[config.mk]
export PLATFORM = sky130hd
export DESIGN_NAME = pll_holdover_control
export DESIGN_NICKNAME = d
export VERILOG_FILES = /design/src/hdl/holdover_pkg.sv /design/src/hdl/pll_holdover_control.sv
export SDC_FILE = /design/constraint.sdc
export NUM_CORES = 1
export LEC_CHECK = 0
export BUFFER_PORTS_ARGS = -buffer_cell sky130_fd_sc_hd__clkbuf_2
export CORE_UTILIZATION = 25
export CTS_BUF_LIST = sky130_fd_sc_hd__clkbuf_8 sky130_fd_sc_hd__clkbuf_16
export DETAILED_ROUTE_END_ITERATION = 8
export PLACE_DENSITY = 0.47
export SLEW_MARGIN = 10
export SYNTH_ARGS = -nofsm -noshare
export SYNTH_HDL_FRONTEND = slang
export SYNTH_SLANG_ARGS = --single-unit
[constraint.sdc]
create_clock -name clk_i -period 7 [get_ports clk_i]
set_input_delay 1.05 -clock clk_i [delete_from_list [all_inputs] [get_ports clk_i]]
set_output_delay 1.05 -clock clk_i [all_outputs]
set_load 0.02 [all_outputs]
[src/hdl/holdover_pkg.sv]
// constants shared by the pll holdover controller
package holdover_pkg;
  // register indices; byte address is four times the index
  localparam logic [9:0] IDX_LOCK_DETECT = 10'h018;
  localparam logic [9:0] IDX_LOCK_PIN = 10'h01a;
  localparam logic [9:0] IDX_REF_SELECT = 10'h01c;
  localparam logic [9:0] IDX_HOLDOVER = 10'h01d;
  localparam logic [9:0] IDX_STATUS = 10'h020;
  localparam logic [9:0] IDX_DIV0 = 10'h191;
  localparam int DIV_STRIDE = 3;
  localparam int NUM_DIV = 4;
  // field positions
  localparam int LD_CNT_LSB = 5;
  localparam int LD_WINDOW_BIT = 4;
  localparam int LD_DISABLE_BIT = 3;
  localparam int REF_AUTO_BIT = 4;
  localparam int REF_PREFER_BIT = 3;
  localparam int REF_BUF_LSB = 1;
  localparam int HO_COMP_BIT = 3;
  localparam int HO_EXT_BIT = 1;
  localparam int HO_EN_BIT = 0;
  localparam int IGNORE_SYNC_BIT = 6;
  localparam logic [5:0] LOCK_PIN_CURRENT_SRC = 6'h04;
  // reset values
  localparam logic [7:0] RST_LOCK_DETECT = 8'h00;
  localparam logic [7:0] RST_LOCK_PIN = 8'h00;
  localparam logic [7:0] RST_REF_SELECT = 8'h00;
  localparam logic [7:0] RST_HOLDOVER = 8'h00;
  localparam logic [7:0] RST_DIV = 8'h00;
  // consecutive in-window cycles per lock counter code
  localparam logic [7:0] LOCK_CNT_0 = 8'h05;
  localparam logic [7:0] LOCK_CNT_1 = 8'h10;
  localparam logic [7:0] LOCK_CNT_2 = 8'h40;
  localparam logic [7:0] LOCK_CNT_3 = 8'hff;
  typedef enum logic [1:0] {
    ST_IDLE = 2'b00,
    ST_HOLD = 2'b01,
    ST_REARM = 2'b10
  } hold_state_t;
endpackage

[src/hdl/pll_holdover_control.sv]
// pll charge pump holdover controller with wishbone register slave
// Notes on behaviour
// - while holding over, the charge pump output is high impedance
// - the holdover enable bit gates both manual and automatic holdover
// - manual mode: a sync falling edge enters holdover at once
// - manual exit only at the next reference phase detector edge after sync high
// - leaving holdover resets the feedback b counter, never the prescaler
// - each channel divider has an ignore-sync bit 6; software sets it
// - automatic mode enters holdover when the lock input goes low
// - lock input is the pin comparator, or constant high when comparator off
// - automatic holdover persists while no reference edge reaches the detector
// - after exit, no re-entry until the lock input has gone high
// - holdover follows the selected reference; switchover loss ends at next edge
// - two-bit lock counter sets in-window cycles for lock; 00b means five
// - lock pin field 000100b selects current source lock mode
// - external holdover bit clear selects automatic holdover
// - reference control: auto switchover, preferred reference, buffer enables
// - lock window bit clear selects the high range window
// - lock after programmed in-window count; drop on one unlock-threshold cycle
//
// Chosen here: the Wishbone slave port and the register addresses.
`timescale 1ns/10ps
module pll_holdover_control
  import holdover_pkg::*;
(
  input wire logic clk_i, // 40 mhz clock
  input wire logic rst_i, // synchronous reset, active high
  input wire logic cyc_i, // wishbone cycle
  input wire logic stb_i, // wishbone strobe
  input wire logic we_i, // wishbone write
  input wire logic [11:0] adr_i, // wishbone byte address
  input wire logic [3:0] sel_i, // wishbone byte selects
  input wire logic [31:0] dat_i, // wishbone write data
  output logic [31:0] dat_o, // wishbone read data
  output logic ack_o, // wishbone acknowledge
  input wire logic sync_n_i, // sync pin, active low
  input wire logic lock_comp_i, // lock indicator pin comparator output
  input wire logic pfd_ref_edge_i, // pulse: reference phase detector edge
  input wire logic pfd_in_window_i, // edge phase error inside lock window
  input wire logic pfd_unlock_i, // edge phase error beyond unlock window
  input wire logic ref_one_ok_i, // reference one present
  input wire logic ref_two_ok_i, // reference two present
  output logic charge_pump_hiz_o, // charge pump high impedance
  output logic b_counter_reset_o, // one-cycle b counter reset
  output logic digital_lock_flag_o, // digital lock detector output
  output logic current_source_lock_mode_o, // lock pin in current source mode
  output logic [5:0] lock_pin_mode_o, // lock pin control field
  output logic lock_window_high_o, // high range lock window chosen
  output logic [1:0] ref_buf_en_o, // reference input buffer enables
  output logic ref_sel_o, // selected reference, 1 = reference two
  output logic [3:0] ignore_sync_o // per channel divider ignore-sync
);
  logic [7:0] lock_detect;
  logic [7:0] lock_pin;
  logic [7:0] ref_select;
  logic [7:0] holdover;
  logic [7:0] div_ctrl [NUM_DIV];
  logic [2:0] sync_pipe;
  logic [1:0] lock_pipe;
  logic [7:0] lock_cnt;
  logic dlock;
  logic b_reset;
  hold_state_t state;
  hold_state_t next_state;
  logic [9:0] idx;
  logic req;
  logic wr;
  logic hold_en;
  logic ext_mode;
  logic comp_en;
  logic lock_in;
  logic sync_fall;
  logic release_ok;
  logic [7:0] lock_target;

  // decode a lock counter code into its in-window cycle count
  function automatic logic [7:0] lock_count(input logic [1:0] code);
    case (code)
      2'b00: lock_count = LOCK_CNT_0;
      2'b01: lock_count = LOCK_CNT_1;
      2'b10: lock_count = LOCK_CNT_2;
      default: lock_count = LOCK_CNT_3;
    endcase
  endfunction

  // register index decode
  assign idx = adr_i[11:2];
  assign req = cyc_i & stb_i & ~ack_o;
  assign wr = req & we_i & sel_i[0];

  // ack one cycle after the strobe, then drop for one cycle
  always_ff @(posedge clk_i) begin
    if (rst_i) begin
      ack_o <= 1'b0;
    end else begin
      ack_o <= req;
    end
  end

  // configuration registers; only byte lane 0 carries data
  always_ff @(posedge clk_i) begin
    if (rst_i) begin
      lock_detect <= RST_LOCK_DETECT;
      lock_pin <= RST_LOCK_PIN;
      ref_select <= RST_REF_SELECT;
      holdover <= RST_HOLDOVER;
    end else if (wr) begin
      case (idx)
        IDX_LOCK_DETECT: lock_detect <= dat_i[7:0];
        IDX_LOCK_PIN: lock_pin <= dat_i[7:0];
        IDX_REF_SELECT: ref_select <= dat_i[7:0];
        IDX_HOLDOVER: holdover <= dat_i[7:0];
        default: ;
      endcase
    end
  end

  // channel divider control, bit 6 ignores the sync pin
  generate
    for (genvar g = 0; g < NUM_DIV; g++) begin : g_div
      localparam logic [9:0] DIV_IDX = IDX_DIV0 + 10'(g * DIV_STRIDE);
      always_ff @(posedge clk_i) begin
        if (rst_i) begin
          div_ctrl[g] <= RST_DIV;
        end else if (wr && idx == DIV_IDX) begin
          div_ctrl[g] <= dat_i[7:0];
        end
      end
      assign ignore_sync_o[g] = div_ctrl[g][IGNORE_SYNC_BIT];
    end
  endgenerate

  // read mux; unmapped addresses read as zero
  always_ff @(posedge clk_i) begin
    if (rst_i) begin
      dat_o <= 32'h0000_0000;
    end else if (req) begin
      dat_o <= 32'h0000_0000;
      case (idx)
        IDX_LOCK_DETECT: dat_o[7:0] <= lock_detect;
        IDX_LOCK_PIN: dat_o[7:0] <= lock_pin;
        IDX_REF_SELECT: dat_o[7:0] <= ref_select;
        IDX_HOLDOVER: dat_o[7:0] <= holdover;
        IDX_STATUS: dat_o[7:0] <= {3'b000, ref_sel_o, lock_in, dlock, state};
        default: begin
          for (int k = 0; k < NUM_DIV; k++) begin
            if (idx == IDX_DIV0 + 10'(k * DIV_STRIDE)) begin
              dat_o[7:0] <= div_ctrl[k];
            end
          end
        end
      endcase
    end
  end

  // two-flop synchronisers; third sync stage only feeds edge detect
  always_ff @(posedge clk_i) begin
    if (rst_i) begin
      sync_pipe <= 3'b111;
      lock_pipe <= 2'b00;
    end else begin
      sync_pipe <= {sync_pipe[1:0], sync_n_i};
      lock_pipe <= {lock_pipe[0], lock_comp_i};
    end
  end

  assign sync_fall = sync_pipe[2] & ~sync_pipe[1];
  assign hold_en = holdover[HO_EN_BIT];
  assign ext_mode = holdover[HO_EXT_BIT];
  assign comp_en = holdover[HO_COMP_BIT];
  assign lock_in = comp_en ? lock_pipe[1] : 1'b1;

  // digital lock detector; counts in-window reference edges
  assign lock_target = lock_count(lock_detect[LD_CNT_LSB +: 2]);
  always_ff @(posedge clk_i) begin
    if (rst_i) begin
      lock_cnt <= 8'h00;
      dlock <= 1'b0;
    end else if (lock_detect[LD_DISABLE_BIT]) begin
      lock_cnt <= 8'h00;
      dlock <= 1'b0;
    end else if (pfd_ref_edge_i) begin
      if (pfd_unlock_i) begin
        lock_cnt <= 8'h00;
        dlock <= 1'b0;
      end else if (!pfd_in_window_i) begin
        lock_cnt <= 8'h00; // consecutive run broken, lock kept
      end else if (lock_cnt + 8'h01 >= lock_target) begin
        lock_cnt <= lock_target;
        dlock <= 1'b1;
      end else begin
        lock_cnt <= lock_cnt + 8'h01;
      end
    end
  end

  // manual exit waits for sync high; both exit only on a reference edge
  assign release_ok = pfd_ref_edge_i & (~ext_mode | sync_pipe[1]);

  // holdover state machine
  always_comb begin
    next_state = state;
    case (state)
      ST_IDLE: begin
        if (hold_en && ext_mode && sync_fall) begin
          next_state = ST_HOLD;
        end else if (hold_en && !ext_mode && !lock_in) begin
          next_state = ST_HOLD;
        end
      end
      ST_HOLD: begin
        if (!hold_en) begin
          next_state = ST_IDLE;
        end else if (release_ok) begin
          next_state = ext_mode ? ST_IDLE : ST_REARM;
        end
      end
      ST_REARM: begin
        if (!hold_en || ext_mode || lock_in) begin
          next_state = ST_IDLE;
        end
      end
      default: next_state = ST_IDLE;
    endcase
  end

  always_ff @(posedge clk_i) begin
    if (rst_i) begin
      state <= ST_IDLE;
    end else begin
      state <= next_state;
    end
  end

  // b counter reset lands on the same edge the charge pump leaves hiz
  always_ff @(posedge clk_i) begin
    if (rst_i) begin
      b_reset <= 1'b0;
    end else begin
      b_reset <= (state == ST_HOLD) && hold_en && release_ok;
    end
  end

  assign charge_pump_hiz_o = (state == ST_HOLD);
  assign b_counter_reset_o = b_reset;
  assign digital_lock_flag_o = dlock;
  assign lock_pin_mode_o = lock_pin[5:0];
  assign current_source_lock_mode_o = (lock_pin[5:0] == LOCK_PIN_CURRENT_SRC);
  assign lock_window_high_o = ~lock_detect[LD_WINDOW_BIT];
  assign ref_buf_en_o = ref_select[REF_BUF_LSB +: 2];

  // reference choice: preferred one unless auto switchover finds it absent
  always_comb begin
    ref_sel_o = ref_select[REF_PREFER_BIT];
    if (ref_select[REF_AUTO_BIT]) begin
      if (ref_select[REF_PREFER_BIT] ? !ref_two_ok_i : !ref_one_ok_i) begin
        ref_sel_o = ~ref_select[REF_PREFER_BIT];
      end
    end
  end
endmodule // pll_holdover_control
==> results.ini, run 1 <==
[outcome]
status = finished clean

[critical_path]
r2r_end = lock_cnt[5]
critPathMaxFanout = 32
r2r_slack_ns = 4.09
crit_arrival_ns = 2.98
worstReg2RegStart = lock_cnt[0]
path_class = primary input to register
cp-end-kind = register
crit_required_ns = 7.02
reg2regPathDepth = 9
cp-start-kind = primary input

[finish]
layout-drive-gt1-share_pct = 18.2
final_nets = 621
instances_no_fill = 819
antenna_cells = 0
final_area_sq_mm = 0.00565
finish.utilization_pct = 29.0
area_growth_syn_to_layout_pct = 13.1

[clocking]
h-tree-depth = 3
cts_setup_buffers = 0
cts-root-buf = clkbuf_16
cts-resized-gates = 0
hold_buffers = 0
clkTransAtPathRegs_ns = 0.06
cts_tree = built
clock_path_buffers = 2
clkLatencyLatePin_ns = 0.35
clkSinkCount = 90
cts_buffers = 9

[place]
place_ws_ns = 3.69
dp_cells = 803
dpl.hpwl_um = 10300
place_congestion = 0.831
placed_area_sq_mm = 0.00536
port_buffers = 57

[routing]
drtIter0Drc = 210
wl_per_cell_um = 17.1
vias = 3860
viasPerCell = 4.71
first_pass_iters = 4
routed_wl_um = 14000
antenna_left = 0
drc = 0

[yosys]
synth_cells = 513
synth_top_area_cell = dfxtp_1
netlist_area_sq_mm = 0.00500
yosys-top-cells-area = dfxtp_1 (23%), edfxtp_1 (19%), mux2i_1 (7.8%)
ys_types = 74
synth_warnings = 0
synth-edff-count = 32
yosysMostFrequentCell = nor2_1
async_flop_share_pct = 0
synth_common_cells = nor2_1 (59), dfxtp_1 (58), and2_1 (40), mux2i_1 (39), buf_4 (36)
ys_ff_latch = 90
yosys_most_used_dff = dfxtp_1
synth_top_area_share_pct = 23.2
syn_avg_cell_area_sq_um = 9.74
ys_seq_area_share_pct = 42.5

[global_route]
use_met3_pct = 3.00
grt_first_pass_wirelength_um = 21600
grt_max_degree = 56
grt_use_total_pct = 14.2
met2_usage_pct = 22.5
gr-total-overflow = 0
busiest_layer = met2
use_met1_pct = 19.3
grt_pass1_vias = 3809
antenna_found_initial = 0

[min_path]
min_path_cells = 1
hold_path.startpoint = sync_pipe[0]
min_path_type = register to register
whs_endpoint = sync_pipe[1]

[die]
core_area_sq_mm = 0.0195
start_util_pct = 25.6
std_cell_rows = 51
die_h_um = 143
io_pins = 111
die_w_um = 143
die_area_sq_mm = 0.0206

[power_and_ir_drop]
power.density_mw_per_mm2 = 202
p_leak_nw = 2.32
vdd_drop_max_mv = 0.102
report.power.total_mw = 1.14

[sta]
hold-worst-slack_ns = 0.408
setup_ws_ns = 4.04
rsz0062_at_grt = no
setup_tns_ns = 0
max_slew_margin_pct = 39.9
max_freq_mhz = 338
setup-violations-final = 0
period_minus_slack_ns = 2.96
slew_violations = 0
fin_crit_sh_pct = 42.3
tightest_slew_ns = 0.895
fin_worst_skew_ns = 0.00843
final-hold-violation-count = 0

[job]
cap_violations = 0

layer usage:
layer | up-vias | share of wire, % | routed length [um]
met5 | - | 0 | 0
met4 | 0 | 1.3 | 183
met3 | 14 | 5.4 | 754
met2 | 113 | 46 | 6440
met1 | 1860 | 47 | 6600
li1 | 1873 | - | -
cell type report:
type / instances / area [sq um]
Clock buffer: 9 / 225
Clock inverter: 7 / 70.1
Fill cell: 2080 / 13900
Inverter: 14 / 52.6
Multi-Input combinational cell: 375 / 2550
Sequential cell: 90 / 2120
Tap cell: 265 / 332
Timing Repair Buffer: 59 / 300
registers in the layout, summed over array words and instances (netlist names):
register / count
ack_o: 1
digital_lock_flag_o: 1
sync_pipe: 3
lock_pipe: 2
dat_o: 8
ref_select: 8
b_counter_reset_o: 1
holdover: 8
div_ctrl: 32
lock_cnt: 8
lock_detect: 8
state: 2
lock_pin: 8
kinds of logic (layout without fill, tap and decap cells):
logic type,count (synthesis),count (layout),share of synthesized area [%]
DFF,90,90,42.5
and+or+nand+nor,202,202,23.6
muxes,39,39,7.81
adders and majority gates,12,12,3.00
other,1,24,0.0750
xor gates and xnor gates,6,6,1.05
buffers and inverters,71,89,8.21
AOI/OAI and AO/OA,92,92,13.8
worst max path at each step:
stage	endpoint	from	slack (ns)	cells past startpoint
after global placement	div_ctrl[3][0]	adr_i[4]	3.67	4
after floorplan	div_ctrl[1][0]	adr_i[7]	4.35	4
after detailed placement	div_ctrl[0][0]	adr_i[4]	3.69	5
after global routing	div_ctrl[3][2]	adr_i[4]	3.78	4
final	div_ctrl[3][2]	adr_i[4]	4.04	4
after CTS	div_ctrl[3][1]	adr_i[4]	4.05	4
cell usage in the layout, fill, tap and decap left out, types with 4 or more instances in the layout:
master,n
edfxtp_1,32
nand2_1,26
o211ai_1,5
nand3_1,11
nand3_2,4
a21oi_1,11
a211oi_1,8
inv_1,14
o22ai_1,4
clkbuf_16,9
and3_1,9
nand2b_1,4
nor2b_1,6
nor3_1,7
dfxtp_1,58
a32o_1,5
a22oi_1,6
o21ai_0,12
clkbuf_2,57
and2_1,40
ha_1,12
nor4bb_1,4
nor2_1,59
conb_1,24
mux2i_1,39
power by group:
group | switching [mW] | internal, mW
Sequential | 0.00520 | 0.552
Combinational | 0.0662 | 0.0245
Clock | 0.215 | 0.277
Total | 0.286 | 0.853
critical path, cell delays in order:
cell,delay (ns)
clkbuf_2,0.46
nor4bb_1,0.74
and3_1,0.36
a21o_1,0.36
Note: power is estimated with default switching activity, not from simulation.
==> run 2: changes to the inputs <==
==> constraint.sdc (replaced) <==
create_clock -name clk_i -period 3 [get_ports clk_i]
set_input_delay 0.45 -clock clk_i [delete_from_list [all_inputs] [get_ports clk_i]]
set_output_delay 0.45 -clock clk_i [all_outputs]
set_load 0.02 [all_outputs]
==> run 2 against run 1 <==
Via count increased by 0.75%. First-iteration DRC count increased by 16%. Critical path depth increased by 5. Final area increased by 0.20%. Highest routed layer unchanged.
==> results.ini, run 2 (same netlist as run 1, synthesis figures left out) <==
[die]
core_area_sq_mm = 0.0195
io_pins = 111
die_w_um = 143
die_h_um = 143
start_util_pct = 25.6
die_area_sq_mm = 0.0206
std_cell_rows = 51

[critical_path]
critical_path.top_delay_family = simple AND/OR/NAND/NOR gates
crit_buf_inv = 0
worstReg2RegStart = lock_cnt[0]
cp-start-kind = register
slowest_stage = a211oi_1
cp_slowest_stage_delay_ns = 0.51
critPathMaxFanout = 10
path_class = register to register
path_cells = ha_1 -> nand3_1 -> nor2_1 -> xor2_1 -> ha_1 -> and3_1 -> nand3_1 -> a211oi_1 -> a311o_1
crit_required_ns = 3.29
crit_arrival_ns = 3.02
crit_start = lock_cnt[0]
cp-end-kind = register

[global_route]
antenna_found_initial = 0
grt_pass1_vias = 3807
grt_max_degree = 43
grt_use_total_pct = 14.3
gr-total-overflow = 0
grt_first_pass_wirelength_um = 21800

[clocking]
cts_setup_buffers = 0
h-tree-depth = 3
hold_buffers = 0
clkLatencyLatePin_ns = 0.34
cts_tree = built
cts_buffers = 9
cts-resized-gates = 0
clock_path_buffers = 2
cts-root-buf = clkbuf_16
clkTransAtPathRegs_ns = 0.06
clkSinkCount = 90

[routing]
antenna_left = 0
first_pass_iters = 4
drc = 0
vias = 3889
drtIter0Drc = 243
routed_wl_um = 14000
wl_per_cell_um = 17.0
viasPerCell = 4.72

[place]
place_congestion = 0.814
port_buffers = 57
dpl.hpwl_um = 10700
dp_cells = 808

[sta]
setup-violations-final = 0
tightest_slew_ns = 0.912
setup_tns_ns = 0
rsz0062_at_grt = no
max_freq_mhz = 366
max_slew_margin_pct = 38.8
fin_worst_skew_ns = 0.00738
final-hold-violation-count = 0
period_minus_slack_ns = 2.73
slew_violations = 0
fin_crit_sh_pct = 91.0

[power_and_ir_drop]
p_leak_nw = 2.31
power.density_mw_per_mm2 = 452
vdd_drop_max_mv = 0.226

[outcome]
status = finished clean

[job]
cap_violations = 0

[min_path]
min_path_type = primary input to register
hold_path.startpoint = sync_n_i

[finish]
largest-register = div_ctrl
layout_common_cells = nor2_1 (59), dfxtp_1 (58), clkbuf_2 (57)
instances_no_fill = 824
antenna_cells = 0
layout-drive-gt1-share_pct = 18.8
seqCellArea_sq_mm = 0.00212
final_common_cell = nor2_1
largest_register_ffs = 32
multi_input_area_sq_mm = 0.00255
fill_cells = 2086
area_growth_syn_to_layout_pct = 13.3
final_nets = 626

[run 2: cell type report]
cell class                      instances  area share (%)
Clock inverter                          7           0.773
Inverter                               14           0.928
Multi-Input combinational cell        375            45.1
Tap cell                              265            5.85
Sequential cell                        90            37.5
Clock buffer                            9            3.98
Timing Repair Buffer                   64            5.96
[run 2: worst reg2reg max path: stages, from the launching register on]
cell,delay (ns)
dfxtp_1,0.43
ha_1,0.26
nand3_1,0.19
nor2_1,0.17
xor2_1,0.10
ha_1,0.30
and3_1,0.20
nand3_1,0.32
a211oi_1,0.52
a311o_1,0.18
[run 2: metrics by stage]
step / util, % / hold slack, ns / setup slack, ns / instance area, sq um / power [mW]
after floorplan: - / 0.389 / 0.677 / 5080 / 1.48
after global placement: 27.6 / 0.395 / 0.257 / 5400 / 1.54
after detailed placement: 27.6 / 0.407 / 0.299 / 5400 / 1.54
after CTS: 29.0 / 0.296 / 0.282 / 5670 / 2.60
after global routing: 29.0 / 0.298 / 0.0266 / 5670 / 2.68
final: 29.0 / 0.299 / 0.269 / 5670 / 2.56
[run 2: path summary, 6_finish.rpt]
check                 endpoint  slack [ns]  depth (start not counted)
setup / recovery   lock_cnt[1]        0.27                          9
hold / removal    sync_pipe[0]        0.30                          2
setup reg to reg   lock_cnt[1]        0.27                          9
hold reg to reg   sync_pipe[1]        0.42                          1
[run 2: power by group]
part	internal [mW]	total, mW	switching, mW
sequential	1.29	1.30	0.0129
clock	0.556	1.05	0.490
combinational	0.0608	0.215	0.155
total	1.90	2.56	0.657
[run 2: metal layers]
layer  global-route usage, %  routed length (um)  up-vias
met5                       0                   0        -
met2                    22.3                6260      131
li1                        -                   -     1884
met3                    2.63                 840       16
met4                    5.15                 220        0
met1                    19.7                6710     1858
